File: config.mk
export PLATFORM = sky130hd
export DESIGN_NAME = cpd_device_flat
export DESIGN_NICKNAME = d
export VERILOG_FILES = /design/src/core/cpd_pkg.sv /design/src/core/cpd_if.sv /design/src/core/cpd_device.sv /design/src/flat_wrapper.sv
export SDC_FILE = /design/constraint.sdc
export NUM_CORES = 1
export LEC_CHECK = 0
export ABC_CLOCK_PERIOD_IN_PS = 7000
export BUFFER_PORTS_ARGS = -buffer_cell sky130_fd_sc_hd__clkbuf_2
export CAP_MARGIN = 20
export CORE_AREA = 8 8 178 180
export DETAILED_ROUTE_END_ITERATION = 16
export DIE_AREA = 0 0 186 188
export GPL_ROUTABILITY_DRIVEN = 0
export SYNTH_ARGS = -nofsm -noshare
export SYNTH_HDL_FRONTEND = slang
export SYNTH_SLANG_ARGS = --single-unit
File: constraint.sdc
create_clock -name i_clock -period 7 [get_ports i_clock]
set_clock_uncertainty 0.05 [all_clocks]
set_input_delay 0.35 -clock i_clock [delete_from_list [all_inputs] [get_ports i_clock]]
set_output_delay 0.35 -clock i_clock [all_outputs]
set_load 0.02 [all_outputs]
File: src/core/cpd_pkg.sv
/*
  Shared constants for the chained potentiometer serial front end:
  command codes, register addresses, access control bit positions,
  reset values and timing counts for both link ends.
  Assumes a 200 MHz system clock on both ends.
*/
package cpd_pkg;

  // Command byte layout: operation in the top three bits
  localparam int CPD_OP_MSB = 7;
  localparam int CPD_OP_LSB = 5;
  localparam int CPD_ADDR_MSB = 4;

  // Operation codes
  localparam logic [2:0] CPD_OP_NOP = 3'h0;
  localparam logic [2:0] CPD_OP_ACC_RD = 3'h1;
  localparam logic [2:0] CPD_OP_ACC_WR = 3'h3;
  localparam logic [2:0] CPD_OP_REG_RD = 3'h4;
  localparam logic [2:0] CPD_OP_REG_WR = 3'h6;

  // Register addresses
  localparam logic [4:0] CPD_ADDR_WIPER = 5'h00;
  localparam logic [4:0] CPD_ADDR_USER_FIRST = 5'h01;
  localparam logic [4:0] CPD_ADDR_USER_LAST = 5'h0E;
  localparam logic [4:0] CPD_ADDR_ACCESS = 5'h10;
  localparam int CPD_NV_WORDS = 15;

  // Access control bit positions
  localparam int CPD_ACC_VOLATILE = 7;
  localparam int CPD_ACC_RUN = 6;
  localparam int CPD_ACC_BUSY = 5;
  localparam int CPD_ACC_OPEN_DRAIN = 1;

  // Values after reset
  localparam logic [7:0] CPD_RST_WIPER = 8'h80;
  localparam logic [7:0] CPD_RST_POWER_UP = 8'h80;
  localparam logic [7:0] CPD_RST_USER = 8'h00;
  localparam logic CPD_RST_VOLATILE = 1'b0;
  localparam logic CPD_RST_RUN = 1'b1;
  localparam logic CPD_RST_OPEN_DRAIN = 1'b0;
  localparam logic [2:0] CPD_RST_PINS = 3'h1;

  // Timing
  localparam int CPD_CLOCK_MHZ = 200;
  localparam int CPD_NV_WRITE_MS = 20;
  localparam int CPD_NV_WRITE_CYCLES = CPD_NV_WRITE_MS * 1000 * CPD_CLOCK_MHZ;
  localparam int CPD_HALF_NS = 60;
  localparam int CPD_HALF_CYCLES = CPD_HALF_NS * CPD_CLOCK_MHZ / 1000;
  localparam int CPD_GAP_CYCLES = 2 * CPD_HALF_CYCLES;

  // Host command port map
  localparam logic [3:0] CPD_HOST_CTRL = 4'h0;
  localparam int CPD_HOST_BYTE_BASE = 8;
  localparam int CPD_HOST_MAX_BYTES = 8;

endpackage : cpd_pkg

File: src/core/cpd_if.sv
/*
  Serial link between one host and one potentiometer device.
  The result wire of the device output is worked out here from its
  enable; an idle line reads high, as with an external pull-up.
*/
`timescale 1ns/1ps
interface cpd_if;
  logic sclk; // Serial clock, host driven
  logic cs_b; // Chip select, active low
  logic serial_in; // Host to device data
  logic serial_out_data; // Device output level
  logic serial_out_oe_b; // Device output enable, low drives
  logic serial_out_line; // Resolved wire level

  // Pulled high whenever the device lets go of the wire
  assign serial_out_line = serial_out_oe_b ? 1'b1 : serial_out_data;

  modport device (
    input sclk,
    input cs_b,
    input serial_in,
    output serial_out_data,
    output serial_out_oe_b
  );

  modport host (
    output sclk,
    output cs_b,
    output serial_in,
    input serial_out_line
  );
endinterface : cpd_if

File: src/core/cpd_device.sv
/*
  Device end of the link: serial slave of one chained potentiometer,
  holding the wiper, the power-up value, fourteen user words and the
  access control bits. Assumes the link pins are asynchronous to
  i_clock and toggle no faster than about eight system clocks.
*/
// Chosen here: the strobed register port.
`timescale 1ns/1ps
module cpd_device
  import cpd_pkg::*;
#(
  parameter int unsigned NV_WRITE_COUNT = CPD_NV_WRITE_CYCLES
)
(
  // Clock and reset
  input wire logic i_clock,
  input wire logic i_rst_b,
  // Link
  cpd_if.device link,
  // User side status
  output logic [7:0] o_wiper,
  output logic o_shutdown,
  output logic o_write_in_progress
);

  // Pin sampling, bit order {serial_in, sclk, cs_b}
  logic [2:0] pin_s1_reg; // First stage, read by stage two only
  logic [2:0] pin_s2_reg; // Second stage
  logic [2:0] pin_s3_reg; // Third stage
  logic [2:0] pin_reg; // Accepted levels
  logic [2:0] pin_next; // Accepted levels, next

  // Link datapath
  logic [15:0] shift_reg; // Last sixteen bits taken in
  logic out_bit_reg; // Bit being driven out
  logic pend_reg; // A read waits for the next frame
  logic [7:0] pend_cmd_reg; // Its command byte, echoed back

  // Register state
  logic [7:0] wiper_reg; // Wiper position, volatile
  logic [7:0] nv_reg [0:CPD_NV_WORDS-1]; // 0 is power-up, rest user
  logic volatile_reg; // Address zero goes to wiper only
  logic run_reg; // Low means shutdown
  logic open_drain_reg; // Output drives low only
  logic recall_reg; // Power-up copy still owed
  logic [31:0] nv_cnt_reg; // Non-volatile write timer

  // Accept a level only when the last two stages agree
  assign pin_next = (pin_s2_reg & ~(pin_s2_reg ^ pin_s3_reg))
    | (pin_reg & (pin_s2_reg ^ pin_s3_reg));

  // Edges of the accepted levels
  wire cs_low = ~pin_reg[0];
  wire cs_fall = pin_reg[0] & ~pin_next[0];
  wire cs_rise = ~pin_reg[0] & pin_next[0];
  wire clk_rise = cs_low & ~pin_reg[1] & pin_next[1];
  wire clk_fall = cs_low & pin_reg[1] & ~pin_next[1];
  wire data_in = pin_reg[2];

  // Command fields of the final two bytes held
  wire [7:0] cmd = shift_reg[15:8];
  wire [2:0] op = cmd[CPD_OP_MSB:CPD_OP_LSB];
  wire [4:0] addr = cmd[CPD_ADDR_MSB:0];
  wire [7:0] wdata = shift_reg[7:0];

  // Address decode
  wire busy = (nv_cnt_reg != 32'h0);
  wire hit_zero = (addr == CPD_ADDR_WIPER);
  wire hit_acc = (addr == CPD_ADDR_ACCESS);
  wire hit_user = (addr >= CPD_ADDR_USER_FIRST)
    & (addr <= CPD_ADDR_USER_LAST);
  wire is_read = (op == CPD_OP_ACC_RD) | (op == CPD_OP_REG_RD);
  // Writes are refused while a non-volatile write runs
  wire wr_ok = cs_rise & ~busy;
  wire wr_acc = wr_ok & ((op == CPD_OP_ACC_WR)
    | ((op == CPD_OP_REG_WR) & hit_acc));
  wire wr_zero = wr_ok & (op == CPD_OP_REG_WR) & hit_zero;
  wire wr_user = wr_ok & (op == CPD_OP_REG_WR) & hit_user;
  wire wr_wiper_only = wr_zero & volatile_reg;
  wire wr_power_up = wr_zero & ~volatile_reg;
  wire wr_nv = wr_power_up | wr_user;
  wire [3:0] user_idx = addr[3:0];

  // Read source, taken when the answering frame opens
  wire [4:0] pend_addr = (pend_cmd_reg[CPD_OP_MSB:CPD_OP_LSB]
    == CPD_OP_ACC_RD) ? CPD_ADDR_ACCESS : pend_cmd_reg[CPD_ADDR_MSB:0];
  wire pend_user = (pend_addr >= CPD_ADDR_USER_FIRST)
    & (pend_addr <= CPD_ADDR_USER_LAST);
  wire [7:0] acc_view = {volatile_reg, run_reg, busy, 3'h0,
    open_drain_reg, 1'b0};
  // Address zero reads the wiper only in volatile mode
  wire [7:0] zero_view = volatile_reg ? wiper_reg : nv_reg[0];
  // Reserved and unmapped addresses answer zero
  wire [7:0] read_value = (pend_addr == CPD_ADDR_ACCESS) ? acc_view
    : (pend_addr == CPD_ADDR_WIPER) ? zero_view
    : pend_user ? nv_reg[pend_addr[3:0]] : 8'h00;
  // Answer frame: command echo, then data
  wire [15:0] frame_load = pend_reg ? {pend_cmd_reg, read_value} : 16'h0;

  // Output pin: released while deselected, and in open drain for ones
  assign link.serial_out_data = open_drain_reg ? 1'b0 : out_bit_reg;
  assign link.serial_out_oe_b = pin_reg[0]
    | (open_drain_reg & out_bit_reg);
  assign o_wiper = wiper_reg;
  assign o_shutdown = ~run_reg;
  assign o_write_in_progress = busy;

  // Three stage pin sampler
  always_ff @(posedge i_clock or negedge i_rst_b)
  begin
    if (!i_rst_b)
    begin
      pin_s1_reg <= CPD_RST_PINS;
      pin_s2_reg <= CPD_RST_PINS;
      pin_s3_reg <= CPD_RST_PINS;
      pin_reg <= CPD_RST_PINS;
    end
    else
    begin
      pin_s1_reg <= {link.serial_in, link.sclk, link.cs_b};
      pin_s2_reg <= pin_s1_reg;
      pin_s3_reg <= pin_s2_reg;
      pin_reg <= pin_next;
    end
  end

  // Shift register: in on rising, out on falling
  always_ff @(posedge i_clock or negedge i_rst_b)
  begin
    if (!i_rst_b)
    begin
      shift_reg <= 16'h0;
      out_bit_reg <= 1'b0;
    end
    else if (cs_fall)
    begin
      // A held read answer replaces the stale frame contents
      shift_reg <= frame_load;
      out_bit_reg <= frame_load[15];
    end
    else if (clk_rise)
      shift_reg <= {shift_reg[14:0], data_in};
    else if (clk_fall)
      // Bit taken sixteen rising edges ago goes downstream
      out_bit_reg <= shift_reg[15];
  end

  // Held read: stored at one release, used at the next select
  always_ff @(posedge i_clock or negedge i_rst_b)
  begin
    if (!i_rst_b)
    begin
      pend_reg <= 1'b0;
      pend_cmd_reg <= 8'h00;
    end
    else if (cs_rise)
    begin
      // Executed with the whole chain at release
      pend_reg <= is_read;
      pend_cmd_reg <= cmd;
    end
    else if (cs_fall)
      pend_reg <= 1'b0;
  end

  // Access control bits; the busy bit is not writable
  always_ff @(posedge i_clock or negedge i_rst_b)
  begin
    if (!i_rst_b)
    begin
      volatile_reg <= CPD_RST_VOLATILE;
      run_reg <= CPD_RST_RUN;
      open_drain_reg <= CPD_RST_OPEN_DRAIN;
    end
    else if (wr_acc)
    begin
      volatile_reg <= wdata[CPD_ACC_VOLATILE];
      run_reg <= wdata[CPD_ACC_RUN];
      open_drain_reg <= wdata[CPD_ACC_OPEN_DRAIN];
    end
  end

  // Wiper: factory centre in reset, then the stored start value
  always_ff @(posedge i_clock or negedge i_rst_b)
  begin
    if (!i_rst_b)
    begin
      wiper_reg <= CPD_RST_WIPER;
      recall_reg <= 1'b1;
    end
    else if (recall_reg)
    begin
      wiper_reg <= nv_reg[0];
      recall_reg <= 1'b0;
    end
    else if (wr_wiper_only | wr_power_up)
      wiper_reg <= wdata;
  end

  // Non-volatile words; reset stands for the first power-up
  always_ff @(posedge i_clock or negedge i_rst_b)
  begin
    if (!i_rst_b)
    begin
      nv_reg[0] <= CPD_RST_POWER_UP;
      for (int i = 1; i < CPD_NV_WORDS; i++)
        nv_reg[i] <= CPD_RST_USER;
    end
    else if (wr_power_up)
      nv_reg[0] <= wdata;
    else if (wr_user)
      nv_reg[user_idx] <= wdata;
  end

  // Busy timer from the release that commits a stored write
  always_ff @(posedge i_clock or negedge i_rst_b)
  begin
    if (!i_rst_b)
      nv_cnt_reg <= 32'h0;
    else if (wr_nv)
      nv_cnt_reg <= 32'(NV_WRITE_COUNT);
    else if (busy)
      nv_cnt_reg <= nv_cnt_reg - 32'h1;
  end

endmodule : cpd_device

File: src/flat_wrapper.sv
// flat-port wrapper written by rule: the top's interface ports become plain ports
module cpd_device_flat import cpd_pkg::*;
#(
  parameter int unsigned NV_WRITE_COUNT = CPD_NV_WRITE_CYCLES
)
  (i_clock, i_rst_b, o_wiper, o_shutdown, o_write_in_progress, link_sclk, link_cs_b, link_serial_in, link_serial_out_data, link_serial_out_oe_b);
  cpd_if link_i ();
  input wire logic i_clock;
  input wire logic i_rst_b;
  output logic [7:0] o_wiper;
  output logic o_shutdown;
  output logic o_write_in_progress;
  input wire logic [$bits(link_i.sclk)-1:0] link_sclk;
  input wire logic [$bits(link_i.cs_b)-1:0] link_cs_b;
  input wire logic [$bits(link_i.serial_in)-1:0] link_serial_in;
  output wire logic [$bits(link_i.serial_out_data)-1:0] link_serial_out_data;
  output wire logic [$bits(link_i.serial_out_oe_b)-1:0] link_serial_out_oe_b;
  assign link_i.sclk = link_sclk;
  assign link_i.cs_b = link_cs_b;
  assign link_i.serial_in = link_serial_in;
  assign link_serial_out_data = link_i.serial_out_data;
  assign link_serial_out_oe_b = link_i.serial_out_oe_b;
  cpd_device #(.NV_WRITE_COUNT(NV_WRITE_COUNT)) u_core (.i_clock(i_clock), .i_rst_b(i_rst_b), .link(link_i), .o_wiper(o_wiper), .o_shutdown(o_shutdown), .o_write_in_progress(o_write_in_progress));
endmodule
Yosys cells after proc, flatten, opt, wreduce, memory -nomap -nowiden
Index checks and enable logic that the tools add are counted.
- logic and storage cells: 120
- output and inout port bits: 12
- input bits: 5
- flip-flop bits (word level): 202
- equality and inequality tests: 8
- muxes and demuxes: 26
- add/sub/neg operators: 1
- $lt $le $gt $ge: 7
- reductions and logical operators: 12
- bitwise logic cells: 37
- operators with widths (kind ; count):
    $bwmux 120 ; 1
    $mux 120 ; 1
    $mux 8 ; 10
    $mux 32 ; 2
    $mux 16 ; 3
    $bmux 8 s4 ; 1
    $demux 8 s4 ; 1
    $reduce_bool 32->1 ; 1
    $sub 32x1->32 const B ; 1
    $and 1x1->1 ; 17
    $reduce_bool 2->1 ; 6
    $eq 5x5->1 const B ; 2
    $ge 5x1->1 const B ; 2
    $ge 5x5->1 const B ; 2
    $le 5x4->1 const B ; 2
    $logic_not 5->1 ; 2
    $not 4->5 ; 2
    $not 1->1 ; 8
    $and 3x3->3 ; 2
    $eq 3x1->1 const B ; 2
    $eq 3x3->1 const B ; 2
    $mux 1 ; 6
    $lt 5x1->1 const B ; 1
    $mux 5 ; 1
    8 further kinds ; 13

Depth between registers and ports, before layout
- word-level depth: 12
- depth in mapped cells: 10

Least setup slack after synthesis
Ideal clock, no wire load.
- kind: register -> register
- start: register u_core.pin_reg[0]
- end: register u_core.nv_reg[0] in the netlist's numbering
- period minus slack after synthesis: 2797 ps
- setup time: 125 ps
- required time: 6825 ps
- path buffers: 2
- stages on the path, launching flop included: 11
- slack: 4203 ps
- arrival: 2622 ps
- cells stage by stage: dfstp_2 > a21o_1 > o21a_1 > ha_1 > clkbuf_1 > and2_1 > nand2_1 > nor4_4 > and4_1 > buf_4 > mux2_2
- longest elaborated chain between the ends: 9
- elaborated cells between the ends (all ways): 11
- ends and longest elaborated chain (what ; line ; text):
    from (decl) ; cpd_device.sv:30 ; logic [2:0] pin_reg;
    from (signal assigned) ; cpd_device.sv:123 ; pin_reg <= pin_next;
    $and 3x3->3 * ; cpd_device.sv:50 ; | (pin_reg & (pin_s2_reg ^ pin_s3_reg));
    $or 3x3->3 * ; cpd_device.sv:50 ;
    via u_core.pin_next[0] ; cpd_device.sv:31 ; logic [2:0] pin_next;
    $and 1x1->1 * ; cpd_device.sv:55 ; wire cs_rise = ~pin_reg[0] & pin_next[0];
    via u_core.cs_rise ; cpd_device.sv:55 ;
    $and 1x1->1 * ; cpd_device.sv:74 ; wire wr_ok = cs_rise & ~busy;
    $and 1x1->1 * ; cpd_device.sv:77, cpd_device.sv:78 ;
    $and 1x1->1 ; cpd_device.sv:77 ; wire wr_zero = wr_ok & (op == CPD_OP_REG_WR) & hit_zero;
    $and 1x1->1 ; cpd_device.sv:80 ; wire wr_power_up = wr_zero & ~volatile_reg;
    $not 1->1 (no source line) ; - ;
    $reduce_and 2->1 (no source line) * ; - ;
    to (signal, indexed assignment) ; cpd_device.sv:212 ; nv_reg[user_idx] <= wdata;
    to (decl) ; cpd_device.sv:41 ; logic [7:0] nv_reg [0:CPD_NV_WORDS-1];
The timed path passes the listed nets; every way through them passes the cells marked *.
A chain may end at the register's enable or synchronous reset.

Final worst setup path
- start: register u_core.pin_reg[0]
- end: register u_core.nv_reg[9] in the netlist's numbering
Same word-level chain as after synthesis.

==> key figures <==
Status
  • Status: completed

Final layout
  • Area delta synth->final: 11.4%
  • Max reg flops: between 100 and 150
  • Antenna cells: 0
  • Non-filler instance count after layout: 1,216
  • Post-route cell area: 0.0110 sq mm
  • Layout cells sized above 1: 28.8%
  • Fin nets: 823

Yosys
  • Synth Cell Area: ~0.0099 sq mm
  • Post-Synth Simple-Gate Area: 11.3%
  • Count leader, synth: dfrtp_1
  • Yosys top cell area share: between 40 and 50%
  • Yosys warnings: 0
  • Yosys cell types: 67
  • Post-Synth XOR/XNOR Area: 1.95%
  • Area contributors post-synth: dfrtp_1, mux2_2, mux2i_1
  • Syn_nets: 834
  • Cell taking the most area after synthesis: dfrtp_1
  • Mux contribution to synthesized area: 22.1%
  • Synth Register Bits: 202
  • Seq/Total Area, Yosys: 51.2%
  • Synthesized netlist cell count: 825
  • Post-synth EDFFs: 0
  • Largest family of logic cells by synthesized area: multiplexers
  • Avg Cell Area, Syn: roughly 12 sq um
  • Synth Area in Compound Gates: 9.25%
  • Synth Flop Type: dfrtp_1
  • Area share of fa/ha/maj cells after synthesis: 0.709%
  • Ys async rst share: 100%
  • Synth cell count leaders: dfrtp_1, mux2_2, clkbuf_1

Worst hold path
  • Hold Path Depth: 0
  • Hold Crit Class: reg -> reg
  • Hold Path End: u_core.pin_s2_reg[2]
  • Hold Crit Start: u_core.pin_s1_reg[2]

Timing
  • Setup violators final: 0
  • Final slew viol count: 0
  • Hold_ws: 0.293 ns
  • Crit share post-route: 48.6%
  • Final WS setup: 3.59 ns
  • Setup_tns: 0 ns
  • Fin crit period: 3.41 ns
  • RSZ-0062 raised after global routing: false
  • Worst-Margin Slew: 1.05 ns
  • Slew headroom: 29.4%
  • Final Hold Viols: 0
  • Fmax: 294 MHz

Setup path
  • Reg2Reg Setup Slack: 3.59 ns
  • Worst reg2reg path startpoint: u_core.pin_reg[0]
  • Crit path max-delay cell type: dfstp_2
  • Cell family with most CP delay: simple AND/OR/NAND/NOR gates
  • Req. time, crit path: 7.34 ns
  • Worst Reg-to-Reg Cells: 9
  • Reg2reg end: u_core.nv_reg[9]
  • CP Max Fanout: 17
  • Critical path arrival: roughly 3.7 ns
  • Capturing element type of the critical path: register
  • WP buf/inv: 1
  • Crit start category: register
  • Slowest stage delay, CP: 0.60 ns
  • Crit path cell chain: a21o_1 > o21a_1 > ha_1 > and2_1 > nand2_1 > nor4_4 > buf_4 > and4_1 > mux2_2
  • Kind of critical path: reg -> reg

Power
  • Maximum VDD drop: around 0.14 mV
  • PD cells: 216 mW/mm^2
  • Leakage Power: 5.07 nW

Floorplanning
  • Row count: 63
  • Die area: 0.0350 sq mm
  • Chip Height: 188 microns
  • Die X: 186 microns
  • Core area: 0.0290 sq mm
  • Initial Util: 34.1%
  • # IOs: 17

Routing
  • Residual DRC: 0
  • Via count: 6,488
  • Iter 0 DRT Violations: 489
  • Routed Antenna Nets: 0
  • Final Routed Wirelength: 23,000 microns
  • Avg WL per Cell: 18.9 microns
  • Via/cell ratio: 5.34
  • First drt pass iteration count: 5

Clock network
  • H-tree depth: 1
  • Number of buffers created by CTS: 23
  • Later-pin clock latency in the skew report: 0.51 ns
  • Worst-path clk slew: roughly 0.060 ns
  • CTS sink count: 202
  • Max Buffers Root-to-Sink: 3
  • TritonCTS clock tree: done
  • Root Buffer: clkbuf_16

Flow run
  • Maxcap violations: 0

Placement
  • Pre-CTS WS: 3.56 ns
  • Buffers on Ports: 16
  • Post-Place Cells: 1,174
  • Dpl cell area: 0.0103 sq mm
  • Detailed placement HPWL: 14,400 microns

GRT
  • M1 GR Usage: 19.1%
  • First-pass GRT wire length: 37,400 microns
  • All-Layer GR Usage: 13.3%
  • Initial antenna violation count: 0
  • Largest net degree at the start of global routing: about 130
  • Vias in the first global route: 6,471
  • Busiest grt layer: met2
  • Global routing usage on met3: 2.50%
  • GRT Residual Overflow: 0
  • Met2 Use GR: 20.0%
per-stage QoR:
| step | util (%) | total power, mW |
|---|---|---|
| floorplan | - | 1.24 |
| global placement | 35.4 | 1.29 |
| detailed placement | 35.4 | 1.29 |
| CTS | 37.8 | 2.41 |
| global route | 38.0 | 2.47 |
| finish | 38.0 | 2.38 |
per-layer routing:
metal / share of wire (%) / vias up
met2: 45 / 110
met3: 4.4 / 47
met5: 0 / -
met4: 2.7 / 0
met1: 48 / 3340
li1: - / 2991
layout by cell type, fill, tap and decap left out, types with 9 or more instances in the layout:
cell type  synthesis  routed
dfrtp_1          194     193
mux2_2           138     138
nor2_1            40      40
mux2i_1           37      37
nand2_1           32      32
a21oi_1           31      31
o21ai_0           23      23
clkbuf_16          0      23
o22ai_1           19      19
a31oi_1           18      18
inv_1             16      16
xor2_1            16      16
clkbuf_2           0      15
nor3_1            14      14
nand3_1           10      10
o211ai_1          10      10
o31ai_1           10      10
nand4_1            9       9
how the worst max path moves through the flow:
stage                              to               from  depth (start not counted)
detailed placement  u_core.nv_reg[12]  u_core.pin_reg[0]                          9
global route         u_core.nv_reg[8]  u_core.pin_reg[0]                          9
floorplan            u_core.nv_reg[0]  u_core.pin_reg[0]                         10
global placement     u_core.nv_reg[3]  u_core.pin_reg[0]                          9
CTS                  u_core.nv_reg[2]  u_core.pin_reg[0]                          9
finish               u_core.nv_reg[9]  u_core.pin_reg[0]                          9
area by class of cell:
class	instances	area, sq um
Clock inverter	3	18.8
Sequential cell	202	5070
Clock buffer	34	657
Multi-Input combinational cell	542	4500
Timing Repair Buffer	29	216
Inverter	16	60.1
Fill cell	2794	18000
Tap cell	390	488
power by group:
group | internal [mW] | switching (mW) | leakage, nW
Sequential | 1.18 | 0.0253 | 2.76
Clock | 0.643 | 0.463 | 0.333
Combinational | 0.0205 | 0.0455 | 1.98
worst reg2reg max path, delay by kind of cell, from the launching register on:
family                   cells  cell delay, ns
multiplexers                 1            0.38
AND/OR/NAND/NOR              4            1.21
AO/OA/AOI/OAI                2            0.30
buffers and inverters        1            0.36
flip-flops                   1            0.60
adder cells (fa/ha/maj)      1            0.40
logic make-up (layout without fill, tap and decap cells):
group / count (synthesis) / after routing
flip-flops: 202 / 202
multiplexers: 188 / 188
AO/OA/AOI/OAI: 142 / 142
adder cells (fa/ha/maj): 6 / 6
buffers and inverters: 81 / 82
XOR/XNOR: 22 / 22
AND/OR/NAND/NOR: 183 / 183
other: 1 / 1
what timing repair did:
item,4_1_cts,5_1_grt
setup buffers,0,0
hold buffers,3,1
endpoints found under the hold margin,3,50
setup endpoints to repair,0,0
gates resized for setup,0,0
Note: power is estimated with default switching activity, not from simulation.
